File: config.mk
export PLATFORM = sky130hd
export DESIGN_NAME = gsl_sleep_load
export DESIGN_NICKNAME = d
export VERILOG_FILES = /design/src/hw/gsl_pkg.sv /design/src/hw/gsl_sleep_load.sv /design/src/hw/gsl_sec_timer.sv
export VERILOG_INCLUDE_DIRS = /design/src /design/src/hw
export SDC_FILE = /design/constraint.sdc
export NUM_CORES = 2
export LEC_CHECK = 0
export ABC_AREA = 1
export BUFFER_PORTS_ARGS = -buffer_cell sky130_fd_sc_hd__buf_2
export CORE_ASPECT_RATIO = 0.7
export CORE_MARGIN = 5
export CORE_UTILIZATION = 40
export DETAILED_ROUTE_END_ITERATION = 8
export MAX_ROUTING_LAYER = met4
export PLACE_DENSITY = 0.54
export SLEW_MARGIN = 25
export SYNTH_ARGS = -nofsm -noshare
export SYNTH_HDL_FRONTEND = slang
export SYNTH_SLANG_ARGS = --single-unit
File: constraint.sdc
create_clock -name pclk -period 32.9 [get_ports pclk]
set_input_delay 1.645 -clock pclk [delete_from_list [all_inputs] [get_ports pclk]]
set_output_delay 1.645 -clock pclk [all_outputs]
set_load 0.1 [all_outputs]
File: src/hw/gsl_defines.svh
// offsets, field positions, reset values and timing counts of the gauge
// sleep and load model block; included by the gsl_sleep_load module only
`ifndef GSL_DEFINES_SVH
`define GSL_DEFINES_SVH

// ************************************************************
// register byte offsets
// ************************************************************
`define GSL_OFF_CONFIG 12'h000
`define GSL_OFF_BUS_IDLE 12'h004
`define GSL_OFF_CAL_T_LOW 12'h008
`define GSL_OFF_CAL_T_HIGH 12'h00c
`define GSL_OFF_IDLE_CURR 12'h010
`define GSL_OFF_VOLT_WAKE 12'h014
`define GSL_OFF_CURR_WAKE 12'h018
`define GSL_OFF_LOAD_SEL 12'h01c
`define GSL_OFF_FIX_CURR 12'h020
`define GSL_OFF_FIX_POWER 12'h024
`define GSL_OFF_TERM_VOLT 12'h028
`define GSL_OFF_RES_CHARGE 12'h02c
`define GSL_OFF_RES_ENERGY 12'h030
`define GSL_OFF_STATUS 12'h034
`define GSL_OFF_LOAD_RATE 12'h038
`define GSL_OFF_CAL_COUNT 12'h03c

// ************************************************************
// config word fields
// ************************************************************
`define GSL_CFG_LOW_POWER 0
`define GSL_CFG_MODEL_TYPE 1
`define GSL_CFG_RES_COMP 2
`define GSL_CFG_CAP_UNITS 3
`define GSL_CFG_SOC_SRC 4
`define GSL_CFG_WIDTH 5

// ************************************************************
// reset values
// ************************************************************
`define GSL_RST_CONFIG 5'h00
`define GSL_RST_BUS_IDLE 16'h0005
`define GSL_MIN_BUS_IDLE 16'h0002
`define GSL_RST_CAL_T_LOW 16'h0032
`define GSL_RST_CAL_T_HIGH 16'h01c2
`define GSL_RST_IDLE_CURR 16'h000a
`define GSL_RST_VOLT_WAKE 16'h0005
`define GSL_RST_CURR_WAKE 16'h0014
`define GSL_RST_LOAD_SEL 3'h3
`define GSL_RST_RESERVE 16'h0000

// ************************************************************
// timing
// ************************************************************
`define GSL_PCLK_HZ 25000000
`define GSL_TICK_MS 1000
`define GSL_UW_PER_10MW 10000

`endif

File: src/hw/gsl_pkg.sv
// types shared by the gauge sleep and load model block
// assumes gsl_defines.svh sits on the include path
package gsl_pkg;
    typedef logic [15:0] gsl_word_t;
    typedef enum logic [1:0] {
        GSL_AWAKE,
        GSL_CAL,
        GSL_SLEEP,
        GSL_MEAS
    } gsl_state_t;
endpackage

File: src/hw/gsl_sleep_load.sv
// gauge sleep, pre-sleep calibration, wake and load model, apb configured
// assumes measurements on pclk; the two bus lines are raw pins
//
// How it works
// - bus idle timeout defaults to 5 s, never below 2 s.
// - calibrate before sleep only if temperature, current and bus idle met.
// - calibration temperature floor, 0.1 C units, default 50.
// - calibration ceiling default 450; outside window, no calibration.
// - asleep, update voltage and temperature each voltage wake interval.
// - asleep, update current each current wake interval, default 20 s.
// - after current update, sleep again unless current at or beyond idle limit.
// - model type 0 constant current, 1 constant power.
// - current model codes 0 to 6 pick current sources.
// - power model codes 0 to 6 pick power sources.
// - load select defaults to 3, average current or power.
// - fixed rate current only with code 6, model 0.
// - fixed rate power only with code 6, model 1.
// - end of discharge voltage marks zero chemical capacity.
// - reserve at no-load rate when select 0, load rate when 1.
// - reserve charge only with model 0 and milliamp-hour units.
// - reserve charge defaults to 0, reserve disabled.
// - reserve energy only with model type 1.
// - sleep entry also needs low-power enable.
// - low-power enable does not gate pre-sleep calibration.
//
// Local design decisions: the placing of the registers and the APB interface to the registers.
`include "gsl_defines.svh"
`timescale 1ns/1ps
`default_nettype none

module gsl_sleep_load
    import gsl_pkg::*;
#(
    parameter int TICK_CYCLES = `GSL_PCLK_HZ / 1000 * `GSL_TICK_MS
)
(
    input wire logic pclk,
    input wire logic presetn,
    input wire logic psel,
    input wire logic penable,
    input wire logic pwrite,
    input wire logic [11:0] paddr,
    input wire logic [31:0] pwdata,
    input wire logic [3:0] pstrb,
    output logic [31:0] prdata,
    output logic pready,
    output logic pslverr,
    input wire logic bus_clk_pin,
    input wire logic bus_data_pin,
    input wire logic signed [15:0] temperature,
    input wire logic signed [15:0] current,
    input wire logic signed [15:0] avg_current,
    input wire logic [15:0] voltage,
    input wire logic signed [15:0] prev_dsg_current,
    input wire logic signed [15:0] pres_dsg_current,
    input wire logic signed [15:0] prev_dsg_power,
    input wire logic signed [15:0] pres_dsg_power,
    input wire logic [15:0] design_capacity,
    input wire logic [15:0] design_energy,
    input wire logic signed [15:0] at_rate_value,
    input wire logic cal_done,
    input wire logic meas_done,
    output logic counter_offset_cal,
    output logic volt_meas_req,
    output logic curr_meas_req,
    output logic sleep_active,
    output logic signed [31:0] load_rate,
    output logic signed [31:0] reserve_rate,
    output logic [15:0] reserve_capacity,
    output logic [15:0] term_voltage_out,
    output logic soc_source_select
);
    // ************************************************************
    // configuration registers
    // ************************************************************
    logic [`GSL_CFG_WIDTH-1:0] config_word;
    gsl_word_t bus_idle_time;
    gsl_word_t cal_temp_low;
    gsl_word_t cal_temp_high;
    gsl_word_t idle_current_limit;
    gsl_word_t volt_wake_time;
    gsl_word_t curr_wake_time;
    logic [2:0] load_select;
    gsl_word_t fixed_rate_current;
    gsl_word_t fixed_rate_power;
    gsl_word_t term_voltage;
    gsl_word_t reserve_charge;
    gsl_word_t reserve_energy;
    gsl_word_t cal_count;

    wire low_power_en = config_word[`GSL_CFG_LOW_POWER];
    wire model_type = config_word[`GSL_CFG_MODEL_TYPE];
    wire reserve_comp_select = config_word[`GSL_CFG_RES_COMP];
    wire capacity_units_mode = config_word[`GSL_CFG_CAP_UNITS];

    // ************************************************************
    // apb decode
    // ************************************************************
    // one wait state: pready rises on the second access cycle, so that
    // read data and the error flag come straight from flip-flops
    wire apb_access = psel && penable && !pready;
    wire apb_done = psel && penable && pready;
    wire wr_en = apb_done && pwrite;
    wire [15:0] wmask = {{8{pstrb[1]}}, {8{pstrb[0]}}};
    wire [15:0] wdata = pwdata[15:0];

    wire hit_config = (paddr == `GSL_OFF_CONFIG);
    wire hit_bus_idle = (paddr == `GSL_OFF_BUS_IDLE);
    wire hit_t_low = (paddr == `GSL_OFF_CAL_T_LOW);
    wire hit_t_high = (paddr == `GSL_OFF_CAL_T_HIGH);
    wire hit_idle_curr = (paddr == `GSL_OFF_IDLE_CURR);
    wire hit_volt_wake = (paddr == `GSL_OFF_VOLT_WAKE);
    wire hit_curr_wake = (paddr == `GSL_OFF_CURR_WAKE);
    wire hit_load_sel = (paddr == `GSL_OFF_LOAD_SEL);
    wire hit_fix_curr = (paddr == `GSL_OFF_FIX_CURR);
    wire hit_fix_power = (paddr == `GSL_OFF_FIX_POWER);
    wire hit_term = (paddr == `GSL_OFF_TERM_VOLT);
    wire hit_res_charge = (paddr == `GSL_OFF_RES_CHARGE);
    wire hit_res_energy = (paddr == `GSL_OFF_RES_ENERGY);
    wire hit_status = (paddr == `GSL_OFF_STATUS);
    wire hit_load_rate = (paddr == `GSL_OFF_LOAD_RATE);
    wire hit_cal_count = (paddr == `GSL_OFF_CAL_COUNT);
    wire hit_ro = hit_status || hit_load_rate || hit_cal_count;
    wire hit_rw = hit_config || hit_bus_idle || hit_t_low || hit_t_high ||
        hit_idle_curr || hit_volt_wake || hit_curr_wake || hit_load_sel ||
        hit_fix_curr || hit_fix_power || hit_term || hit_res_charge ||
        hit_res_energy;
    // writes to read-only words are refused as well as unmapped ones
    wire bad_access = !(hit_rw || (hit_ro && !pwrite));

    function automatic gsl_word_t merge(input gsl_word_t old_v,
            input gsl_word_t new_v, input gsl_word_t mask);
        merge = (old_v & ~mask) | (new_v & mask);
    endfunction

    always_ff @(posedge pclk or negedge presetn) begin
        if (!presetn) begin
            config_word <= `GSL_RST_CONFIG;
            bus_idle_time <= `GSL_RST_BUS_IDLE;
            cal_temp_low <= `GSL_RST_CAL_T_LOW;
            cal_temp_high <= `GSL_RST_CAL_T_HIGH;
            idle_current_limit <= `GSL_RST_IDLE_CURR;
            volt_wake_time <= `GSL_RST_VOLT_WAKE;
            curr_wake_time <= `GSL_RST_CURR_WAKE;
            load_select <= `GSL_RST_LOAD_SEL;
            fixed_rate_current <= 16'h0000;
            fixed_rate_power <= 16'h0000;
            term_voltage <= 16'h0000;
            reserve_charge <= `GSL_RST_RESERVE;
            reserve_energy <= `GSL_RST_RESERVE;
        end else if (wr_en && !bad_access) begin
            if (hit_config && pstrb[0])
                config_word <= wdata[`GSL_CFG_WIDTH-1:0];
            if (hit_bus_idle)
                bus_idle_time <= merge(bus_idle_time, wdata, wmask);
            if (hit_t_low)
                cal_temp_low <= merge(cal_temp_low, wdata, wmask);
            if (hit_t_high)
                cal_temp_high <= merge(cal_temp_high, wdata, wmask);
            if (hit_idle_curr)
                idle_current_limit <= merge(idle_current_limit, wdata,
                    wmask);
            if (hit_volt_wake)
                volt_wake_time <= merge(volt_wake_time, wdata, wmask);
            if (hit_curr_wake)
                curr_wake_time <= merge(curr_wake_time, wdata, wmask);
            if (hit_load_sel && pstrb[0])
                load_select <= wdata[2:0];
            if (hit_fix_curr)
                fixed_rate_current <= merge(fixed_rate_current, wdata,
                    wmask);
            if (hit_fix_power)
                fixed_rate_power <= merge(fixed_rate_power, wdata, wmask);
            if (hit_term)
                term_voltage <= merge(term_voltage, wdata, wmask);
            if (hit_res_charge)
                reserve_charge <= merge(reserve_charge, wdata, wmask);
            if (hit_res_energy)
                reserve_energy <= merge(reserve_energy, wdata, wmask);
        end
    end

    // ************************************************************
    // pin synchronisers and time base
    // ************************************************************
    logic [1:0] clk_sync;
    logic [1:0] data_sync;
    logic [24:0] pre_cnt;
    logic sec_tick;

    always_ff @(posedge pclk or negedge presetn) begin
        if (!presetn) begin
            clk_sync <= 2'b00;
            data_sync <= 2'b00;
        end else begin
            clk_sync <= {clk_sync[0], bus_clk_pin};
            data_sync <= {data_sync[0], bus_data_pin};
        end
    end

    always_ff @(posedge pclk or negedge presetn) begin
        if (!presetn) begin
            pre_cnt <= '0;
            sec_tick <= 1'b0;
        end else if (pre_cnt == 25'(TICK_CYCLES - 1)) begin
            pre_cnt <= '0;
            sec_tick <= 1'b1;
        end else begin
            pre_cnt <= pre_cnt + 25'h1;
            sec_tick <= 1'b0;
        end
    end

    // ************************************************************
    // sleep conditions
    // ************************************************************
    // a short timeout would trip sleep on ordinary bus gaps, hence the floor
    wire [15:0] idle_eff = (bus_idle_time < `GSL_MIN_BUS_IDLE) ?
        `GSL_MIN_BUS_IDLE : bus_idle_time;
    wire [15:0] idle_limit = idle_eff + 16'h0001; // strictly more than
    wire lines_low = !clk_sync[1] && !data_sync[1];
    wire [15:0] volt_limit = (volt_wake_time == 16'h0000) ? 16'h0001 :
        volt_wake_time;
    wire [15:0] curr_limit = (curr_wake_time == 16'h0000) ? 16'h0001 :
        curr_wake_time;
    wire signed [15:0] i_lim = $signed(idle_current_limit);
    wire curr_idle = (current < i_lim) && (current > -i_lim);
    wire temp_ok = (temperature >= $signed(cal_temp_low)) &&
        (temperature <= $signed(cal_temp_high));

    logic bus_idle;
    logic cal_this_idle;
    logic bus_expire;
    logic volt_expire;
    logic curr_expire;
    gsl_state_t state;
    gsl_state_t next_state;

    wire sleeping = (state == GSL_SLEEP);
    wire idle_ready = bus_idle && curr_idle;

    gsl_sec_timer u_bus_timer (
        .pclk(pclk),
        .presetn(presetn),
        .run(lines_low),
        .tick(sec_tick),
        .limit(idle_limit),
        .expire(bus_expire)
    );

    gsl_sec_timer u_volt_timer (
        .pclk(pclk),
        .presetn(presetn),
        .run(sleeping),
        .tick(sec_tick),
        .limit(volt_limit),
        .expire(volt_expire)
    );

    gsl_sec_timer u_curr_timer (
        .pclk(pclk),
        .presetn(presetn),
        .run(sleeping),
        .tick(sec_tick),
        .limit(curr_limit),
        .expire(curr_expire)
    );

    always_ff @(posedge pclk or negedge presetn) begin
        if (!presetn) begin
            bus_idle <= 1'b0;
        end else if (!lines_low) begin
            bus_idle <= 1'b0;
        end else if (bus_expire) begin
            bus_idle <= 1'b1;
        end
    end

    // ************************************************************
    // sleep state machine
    // ************************************************************
    // calibration is run once per idle episode, so a stay-awake current
    // excursion does not cost a second calibration on re-entry
    always_comb begin
        next_state = state;
        unique case (state)
            GSL_AWAKE: begin
                if (idle_ready && temp_ok && !cal_this_idle) begin
                    next_state = GSL_CAL;
                end else if (idle_ready && low_power_en) begin
                    next_state = GSL_SLEEP;
                end
            end
            GSL_CAL: begin
                if (cal_done) begin
                    next_state = GSL_AWAKE;
                end
            end
            GSL_SLEEP: begin
                if (!bus_idle) begin
                    next_state = GSL_AWAKE;
                end else if (curr_expire) begin
                    next_state = GSL_MEAS;
                end
            end
            GSL_MEAS: begin
                if (meas_done) begin
                    next_state = curr_idle ? GSL_SLEEP : GSL_AWAKE;
                end
            end
        endcase
    end

    always_ff @(posedge pclk or negedge presetn) begin
        if (!presetn) begin
            state <= GSL_AWAKE;
            cal_this_idle <= 1'b0;
            cal_count <= 16'h0000;
        end else begin
            state <= next_state;
            if (!bus_idle) begin
                cal_this_idle <= 1'b0;
            end else if (state == GSL_CAL && cal_done) begin
                cal_this_idle <= 1'b1;
            end
            if (state == GSL_CAL && cal_done) begin
                cal_count <= cal_count + 16'h0001;
            end
        end
    end

    always_ff @(posedge pclk or negedge presetn) begin
        if (!presetn) begin
            counter_offset_cal <= 1'b0;
            curr_meas_req <= 1'b0;
            volt_meas_req <= 1'b0;
            sleep_active <= 1'b0;
        end else begin
            counter_offset_cal <= (state == GSL_AWAKE) &&
                (next_state == GSL_CAL);
            curr_meas_req <= sleeping && (next_state == GSL_MEAS);
            volt_meas_req <= sleeping && volt_expire;
            sleep_active <= (next_state == GSL_SLEEP);
        end
    end

    // ************************************************************
    // load model
    // ************************************************************
    wire [2:0] sel_eff = (load_select > 3'h6) ? 3'h3 : load_select;
    wire signed [31:0] i_times_v = current * $signed({1'b0, voltage});
    wire signed [31:0] avg_times_v = avg_current * $signed({1'b0, voltage});
    wire signed [31:0] uw_scale = `GSL_UW_PER_10MW;
    wire signed [31:0] pwr_inst = i_times_v / uw_scale;
    wire signed [31:0] pwr_avg = avg_times_v / uw_scale;
    wire [15:0] cap_fifth = design_capacity / 16'h0005;
    wire [15:0] energy_fifth = design_energy / 16'h0005;
    logic signed [31:0] rate_cc;
    logic signed [31:0] rate_cp;

    always_comb begin
        unique case (sel_eff)
            3'h0: rate_cc = 32'(prev_dsg_current);
            3'h1: rate_cc = 32'(pres_dsg_current);
            3'h2: rate_cc = 32'(current);
            3'h4: rate_cc = 32'(cap_fifth);
            3'h5: rate_cc = 32'(at_rate_value);
            3'h6: rate_cc = 32'(fixed_rate_current);
            default: rate_cc = 32'(avg_current);
        endcase
    end

    always_comb begin
        unique case (sel_eff)
            3'h0: rate_cp = 32'(prev_dsg_power);
            3'h1: rate_cp = 32'(pres_dsg_power);
            3'h2: rate_cp = pwr_inst;
            3'h4: rate_cp = 32'(energy_fifth);
            3'h5: rate_cp = 32'(at_rate_value);
            3'h6: rate_cp = 32'(fixed_rate_power);
            default: rate_cp = pwr_avg;
        endcase
    end

    wire signed [31:0] next_load_rate = model_type ? rate_cp : rate_cc;
    wire [15:0] next_reserve = model_type ? reserve_energy :
        (!capacity_units_mode ? reserve_charge : 16'h0000);
    wire signed [31:0] next_reserve_rate = reserve_comp_select ?
        next_load_rate : '0;

    always_ff @(posedge pclk or negedge presetn) begin
        if (!presetn) begin
            load_rate <= '0;
            reserve_rate <= '0;
            reserve_capacity <= '0;
            term_voltage_out <= '0;
            soc_source_select <= 1'b0;
        end else begin
            load_rate <= next_load_rate;
            reserve_rate <= next_reserve_rate;
            reserve_capacity <= next_reserve;
            term_voltage_out <= term_voltage;
            soc_source_select <= config_word[`GSL_CFG_SOC_SRC];
        end
    end

    // ************************************************************
    // read back
    // ************************************************************
    wire [15:0] status_word = {10'h000, temp_ok, curr_idle, bus_idle,
        cal_this_idle, state};
    wire [31:0] rd_mux =
        hit_config ? 32'(config_word) :
        hit_bus_idle ? 32'(bus_idle_time) :
        hit_t_low ? 32'(cal_temp_low) :
        hit_t_high ? 32'(cal_temp_high) :
        hit_idle_curr ? 32'(idle_current_limit) :
        hit_volt_wake ? 32'(volt_wake_time) :
        hit_curr_wake ? 32'(curr_wake_time) :
        hit_load_sel ? 32'(load_select) :
        hit_fix_curr ? 32'(fixed_rate_current) :
        hit_fix_power ? 32'(fixed_rate_power) :
        hit_term ? 32'(term_voltage) :
        hit_res_charge ? 32'(reserve_charge) :
        hit_res_energy ? 32'(reserve_energy) :
        hit_status ? 32'(status_word) :
        hit_load_rate ? load_rate :
        hit_cal_count ? 32'(cal_count) : '0;

    always_ff @(posedge pclk or negedge presetn) begin
        if (!presetn) begin
            pready <= 1'b0;
            prdata <= '0;
            pslverr <= 1'b0;
        end else begin
            pready <= apb_access;
            prdata <= (apb_access && !pwrite && !bad_access) ? rd_mux : '0;
            pslverr <= apb_access && bad_access;
        end
    end
endmodule

`default_nettype wire

File: src/hw/gsl_sec_timer.sv
// interval timer: one-cycle expire every limit ticks while run is high
// assumes limit of at least one and tick a one-cycle pulse
`timescale 1ns/1ps
`default_nettype none

module gsl_sec_timer
    import gsl_pkg::*;
(
    input wire logic pclk,
    input wire logic presetn,
    input wire logic run,
    input wire logic tick,
    input wire gsl_word_t limit,
    output logic expire
);
    gsl_word_t count;
    wire at_end = (count >= limit - 16'h0001);

    always_ff @(posedge pclk or negedge presetn) begin
        if (!presetn) begin
            count <= 16'h0000;
            expire <= 1'b0;
        end else if (!run) begin
            count <= 16'h0000;
            expire <= 1'b0;
        end else if (tick && at_end) begin
            count <= 16'h0000;
            expire <= 1'b1;
        end else begin
            count <= tick ? count + 16'h0001 : count;
            expire <= 1'b0;
        end
    end
endmodule

`default_nettype wire

**Yosys cells after proc, flatten, opt, wreduce, memory -nomap -nowiden**

Index checks and enable logic that the tools add are counted.

- Add/sub/neg operators: 10
- Multipliers: 2
- Div/mod/pow operators: 4
- Magnitude comparators: 9
- Equality and inequality tests: 32
- Multiplexer cells: 56
- Bitwise operators: 24
- Reductions and logical operators: 64

Operators with widths:

| kind | number |
|---|---|
| two-way mux 32 bit | 18 |
| case mux 32 bit (6 select lines) | 2 |
| two-way mux 16 bit | 15 |
| AND 16 bit | 12 |
| OR 16 bit | 11 |
| == test 12 x 6 -> 1 bit, second input constant | 8 |
| adder 16 x 1 -> 16 bit, second input constant | 5 |
| divider 32 x 15 -> 32 bit, second input constant | 2 |
| greater-or-equal comparator 16 bit | 4 |
| multiplier 16 x 17 -> 32 bit | 2 |
| == test 12 x 5 -> 1 bit, second input constant | 4 |
| subtractor 16 x 1 -> 16 bit, second input constant | 3 |
| divider 16 x 3 -> 16 bit, second input constant | 2 |
| zero test 16 bit | 2 |
| AND reduction 2 bit | 13 |
| adder 25 x 1 -> 25 bit, second input constant | 1 |
| == test 25 bit, second input constant | 1 |
| logical AND 1 bit | 25 |
| two-way mux 25 bit | 1 |
| == test 12 x 4 -> 1 bit, second input constant | 2 |
| > comparator 16 bit | 1 |
| <= comparator 16 bit | 1 |
| < comparator 16 bit | 1 |
| < comparator 16 x 2 -> 1 bit, second input constant | 1 |
| other kinds (22) | 64 |

- Bits in registers: 420
- Input port bits: 233
- Word-level logic and storage cells: 240

**Depth between registers and ports, before layout**

- Depth in word-level cells: 18
- Depth in mapped cells: 182
- Mapped depth without buffers: 175

**Cells and area by module**

From an unflattened synthesis, not the netlist that was laid out.

- Cells, all modules: 7722
- Area, all modules: 53012.1 sq um

By module, submodules not included:

| module | times used | cells each | area each (sq um) |
|---|---|---|---|
| gsl_sleep_load | 1 | 6885 | 47652.0 |
| gsl_sec_timer | 3 | 279 | 1786.7 |

**Least setup slack after synthesis**

OpenSTA, ideal clock, no wires.

- Kind: input to register
- From: input port avg_current[9]
- To: register reserve_rate[24]
- Setup time: 0.136 ns
- Arrival time: 20.267 ns
- Data required time: 32.764 ns
- Setup slack: 12.497 ns
- Cell stages on the path: 156
- Path buffers: 14
- Cell sequence: clkbuf_1 > clkbuf_1 > nand2_1 > fa_1 > inv_1 > fa_1 > inv_1 > fa_1 > inv_1 > fa_1 > fa_1 > inv_1 > fa_1 > inv_1 > ha_1 > nand2_1 > inv_2 > a21oi_1 > [120 not listed] > nor2_4 > nor2_4 > ha_1 > nor3b_1 > inv_2 > nor3_2 > nand2_1 > inv_2 > nand4_1 > inv_2 > nand4_1 > nand2_1 > nand2_1 > a21oi_1 > o21ai_1 > nand2_1 > buf_4 > a21oi_1

- Longest elaborated chain between the ends: 5

RTL lines:

| item | line | source |
|---|---|---|
| from (decl) | gsl_sleep_load.sv:52 | `input wire logic signed [15:0] avg_current,` |
| multiplier 16 x 17 -> 32 bit | gsl_sleep_load.sv:352 | `wire signed [31:0] avg_times_v = avg_current * $signed({1'b0, voltage});` |
| divider 32 x 15 -> 32 bit | gsl_sleep_load.sv:355 | `wire signed [31:0] pwr_avg = avg_times_v / uw_scale;` |
| case mux 32 bit (6 select lines) | gsl_sleep_load.sv:374 | `unique case (sel_eff)` |
| two-way mux 32 bit | gsl_sleep_load.sv:385 | `wire signed [31:0] next_load_rate = model_type ? rate_cp : rate_cc;` |
| two-way mux 32 bit | gsl_sleep_load.sv:388 | `wire signed [31:0] next_reserve_rate = reserve_comp_select ?` |
| via next_reserve_rate[24] | gsl_sleep_load.sv:388 |  |
| to (signal assigned) | gsl_sleep_load.sv:400 | `reserve_rate <= next_reserve_rate;` |
| to (decl) | gsl_sleep_load.sv:68 | `output logic signed [31:0] reserve_rate,` |

The timed path passes the listed nets, and every way through them passes these cells.
A chain may end at the register's enable or synchronous reset.

**Worst setup path in the final report**

- From: input port voltage[0]
- To: register reserve_rate[30]

- Longest elaborated chain between the ends: 5
- Elaborated cells on any way between the ends: 7
- Those cells by class: mul (2); div (2); mux (3)

RTL lines:

| item | line | source |
|---|---|---|
| from (decl) | gsl_sleep_load.sv:53 | `input wire logic [15:0] voltage,` |
| multiplier 16 x 17 -> 32 bit (on tied branches) | gsl_sleep_load.sv:352, gsl_sleep_load.sv:351 |  |
| divider 32 x 15 -> 32 bit (on tied branches) | gsl_sleep_load.sv:355, gsl_sleep_load.sv:354 |  |
| case mux 32 bit (6 select lines) * | gsl_sleep_load.sv:374 |  |
| two-way mux 32 bit * | gsl_sleep_load.sv:385 |  |
| two-way mux 32 bit * | gsl_sleep_load.sv:388 |  |
| via next_reserve_rate[30] | gsl_sleep_load.sv:388 |  |

The timed path passes the listed nets; every way through them passes the cells marked *.

==> flow_summary.toml <==
[routing]
ant_nets = 0
vias = 49013
drc_errors = 0
wl_per_cell_um = 19.8
drt_iter0_markers = 4252
drt_pass1_iterations = 6
viasPerCell = 5.16
wl_um = 188000

[timing]
worstMarginPinSlew_ns = 1.16
rsz0062_at_grt = "false"
setup_slack_ns = 7.94
fin_crit_sh = 0.759
timing.fmax_mhz = 40.1
hold_viol = 0
finClkSkew_ns = 0.0357
setup_violations = 0
hold_ws_ns = 0.350
fin_crit_ns = 24.96
finalMaxSlewViolations = 0
relSlewSlack = 0.225
fin_tns_setup_ns = 0

[cts]
cts.sinks = 420
cts_buffers = 42
root_buffer = "clkbuf_16"
path_clk_slew_ns = 0.06
cts_buffer_depth = 3
post_cts_buffers = 0
cts.repair.resized = 0
cts_max_level = 2
clk_latency_ns = 0.62
cts_tree = "built"
cts_hold_buf = 0

[synth]
synthArstFlopShare = 1.00
synthFlopType = "dfrtp_1"
synth_seq_area_share = 0.197
synth_cell_type_count = 91
synthCells = 7482
avgSynthCellArea_um2 = 7.14
syn_area_um2 = 53400
synth_warnings = 0
yosysTopAreaCellShare = 0.189
synth-edff-count = 0
synth_top_area_cell = "dfrtp_1"
yosys-top-cells-area = "dfrtp_1 19%, fa_1 15%, nand2_1 13%"
synth-seq-cells = 420
synthesis.nets = 8462

[die]
die_h_um = 316
boundaryPins = 368
die_area_um2 = 141000
start_util = 0.401
rows = 112
core_area_um2 = 133000
die_x_um = 447

[global_routing]
grt_pass1_wl_um = 285000
grt-ovfl-total = 0
grt_max_degree = 90
grtUsageTotal = 0.269
antenna_found_initial = 29
grt_pass1_vias = 46542

[critical_path]
cp_common_cell = "nand2_2"
critical_path_class = "input pin to flip-flop"
critPathMaxFanout = 31
critPathCaptureType = "flip-flop"
critPathSlowestCell = "fa_1"
required_ns = 33.35
crit_arrival_ns = 25.40
cp-start-kind = "input pin"
max_stage_delay_ns = 0.56

[placed_design]
place_ws_ns = 7.42
dp_hpwl_um = 151000
port_buffers = 349
gp_congestion = 0.973

[run_status]
status = "complete, no violations"

[final_layout]
syn2layout_area_growth_pct = 8.73
fin_util = 0.437
layout_commonest_cell = "nand2_1"
drive_gt1_frac = 0.149
final_cell_mix = "1915 x nand2_1, 1455 x inv_1, 403 x dfrtp_1"
nets = 8659

[worst_hold_path]
worstHoldPathType = "flip-flop to flip-flop"

[run]
drv_cap = 0
[synth_stat cells, types with 37 or more instances]
| cell type | number |
|---|---|
| a21oi_1 | 209 |
| clkbuf_1 | 201 |
| dfrtp_1 | 403 |
| fa_1 | 388 |
| ha_1 | 359 |
| inv_1 | 1455 |
| inv_2 | 72 |
| nand2_1 | 1915 |
| nand2_2 | 231 |
| nand2_4 | 96 |
| nand3_1 | 392 |
| nand3_2 | 57 |
| nand4_1 | 84 |
| nor2_1 | 403 |
| nor2_2 | 58 |
| nor2_4 | 37 |
| nor3_1 | 69 |
| o211ai_1 | 46 |
| o21ai_0 | 365 |
| o22ai_1 | 59 |
| xnor2_1 | 42 |
| xor2_1 | 142 |
[final timing paths]
path	from	to	slack, ns	cells after the start
worst max-delay path	voltage[0]	reserve_rate[30]	7.94	153
worst min-delay path	data_sync[0]	data_sync[1]	0.35	0
worst max register to register	load_select[1]	reserve_rate[30]	12.30	142
worst min register to register	data_sync[0]	data_sync[1]	0.35	0
max in group asynchronous	presetn	reserve_rate[6]	30.39	2
min in group asynchronous	presetn	pre_cnt[12]	1.04	1
[layout make-up]
class                           count  area [um^2]
Inverter                         1573         6010
Sequential cell                   420        10500
Timing Repair Buffer              394         2100
Clock inverter                     25          378
Multi-Input combinational cell   5248        35600
Fill cell                       13845        74900
Antenna cell                       18         45.0
Tap cell                         1767         2210
Clock buffer                       53         1150
[kinds of logic after synthesis]
family                     after synthesis  synth area share
xor gates and xnor gates               187            0.0313
buffers and inverters                 1814             0.136
DFF                                    420             0.197
and+or+nand+nor                       3422             0.306
AOI/OAI and AO/OA                      887            0.0992
adders and majority gates              747             0.230
muxes                                    5          0.000984
[metal layers]
metal	track usage	share of wire	vias to the layer above	wire length, um
met5	-	0	-	0
met4	0.0463	0.021	0	3980
met3	0.0481	0.081	190	15200
met2	0.393	0.42	1528	79500
met1	0.395	0.47	23690	89100
li1	-	-	23605	-
[per-stage QoR]
stage               std cells  cell area (um^2)
floorplan                7482             53400
detailed placement       9402             56500
global route             9495             58000
global placement         9401             56500
CTS                      9480             58000
finish                   9498             58100
[critical path: cells and delay by family]
kind / cells / cell delay [ns]
buffers and inverters: 18 / 1.86
adders and majority gates: 8 / 3.80
and+or+nand+nor: 119 / 16.02
AOI/OAI and AO/OA: 8 / 1.89
Power is left out: the tool's default activity adds up to more than one toggle a clock period on the data nets, which glitch-free logic cannot reach.
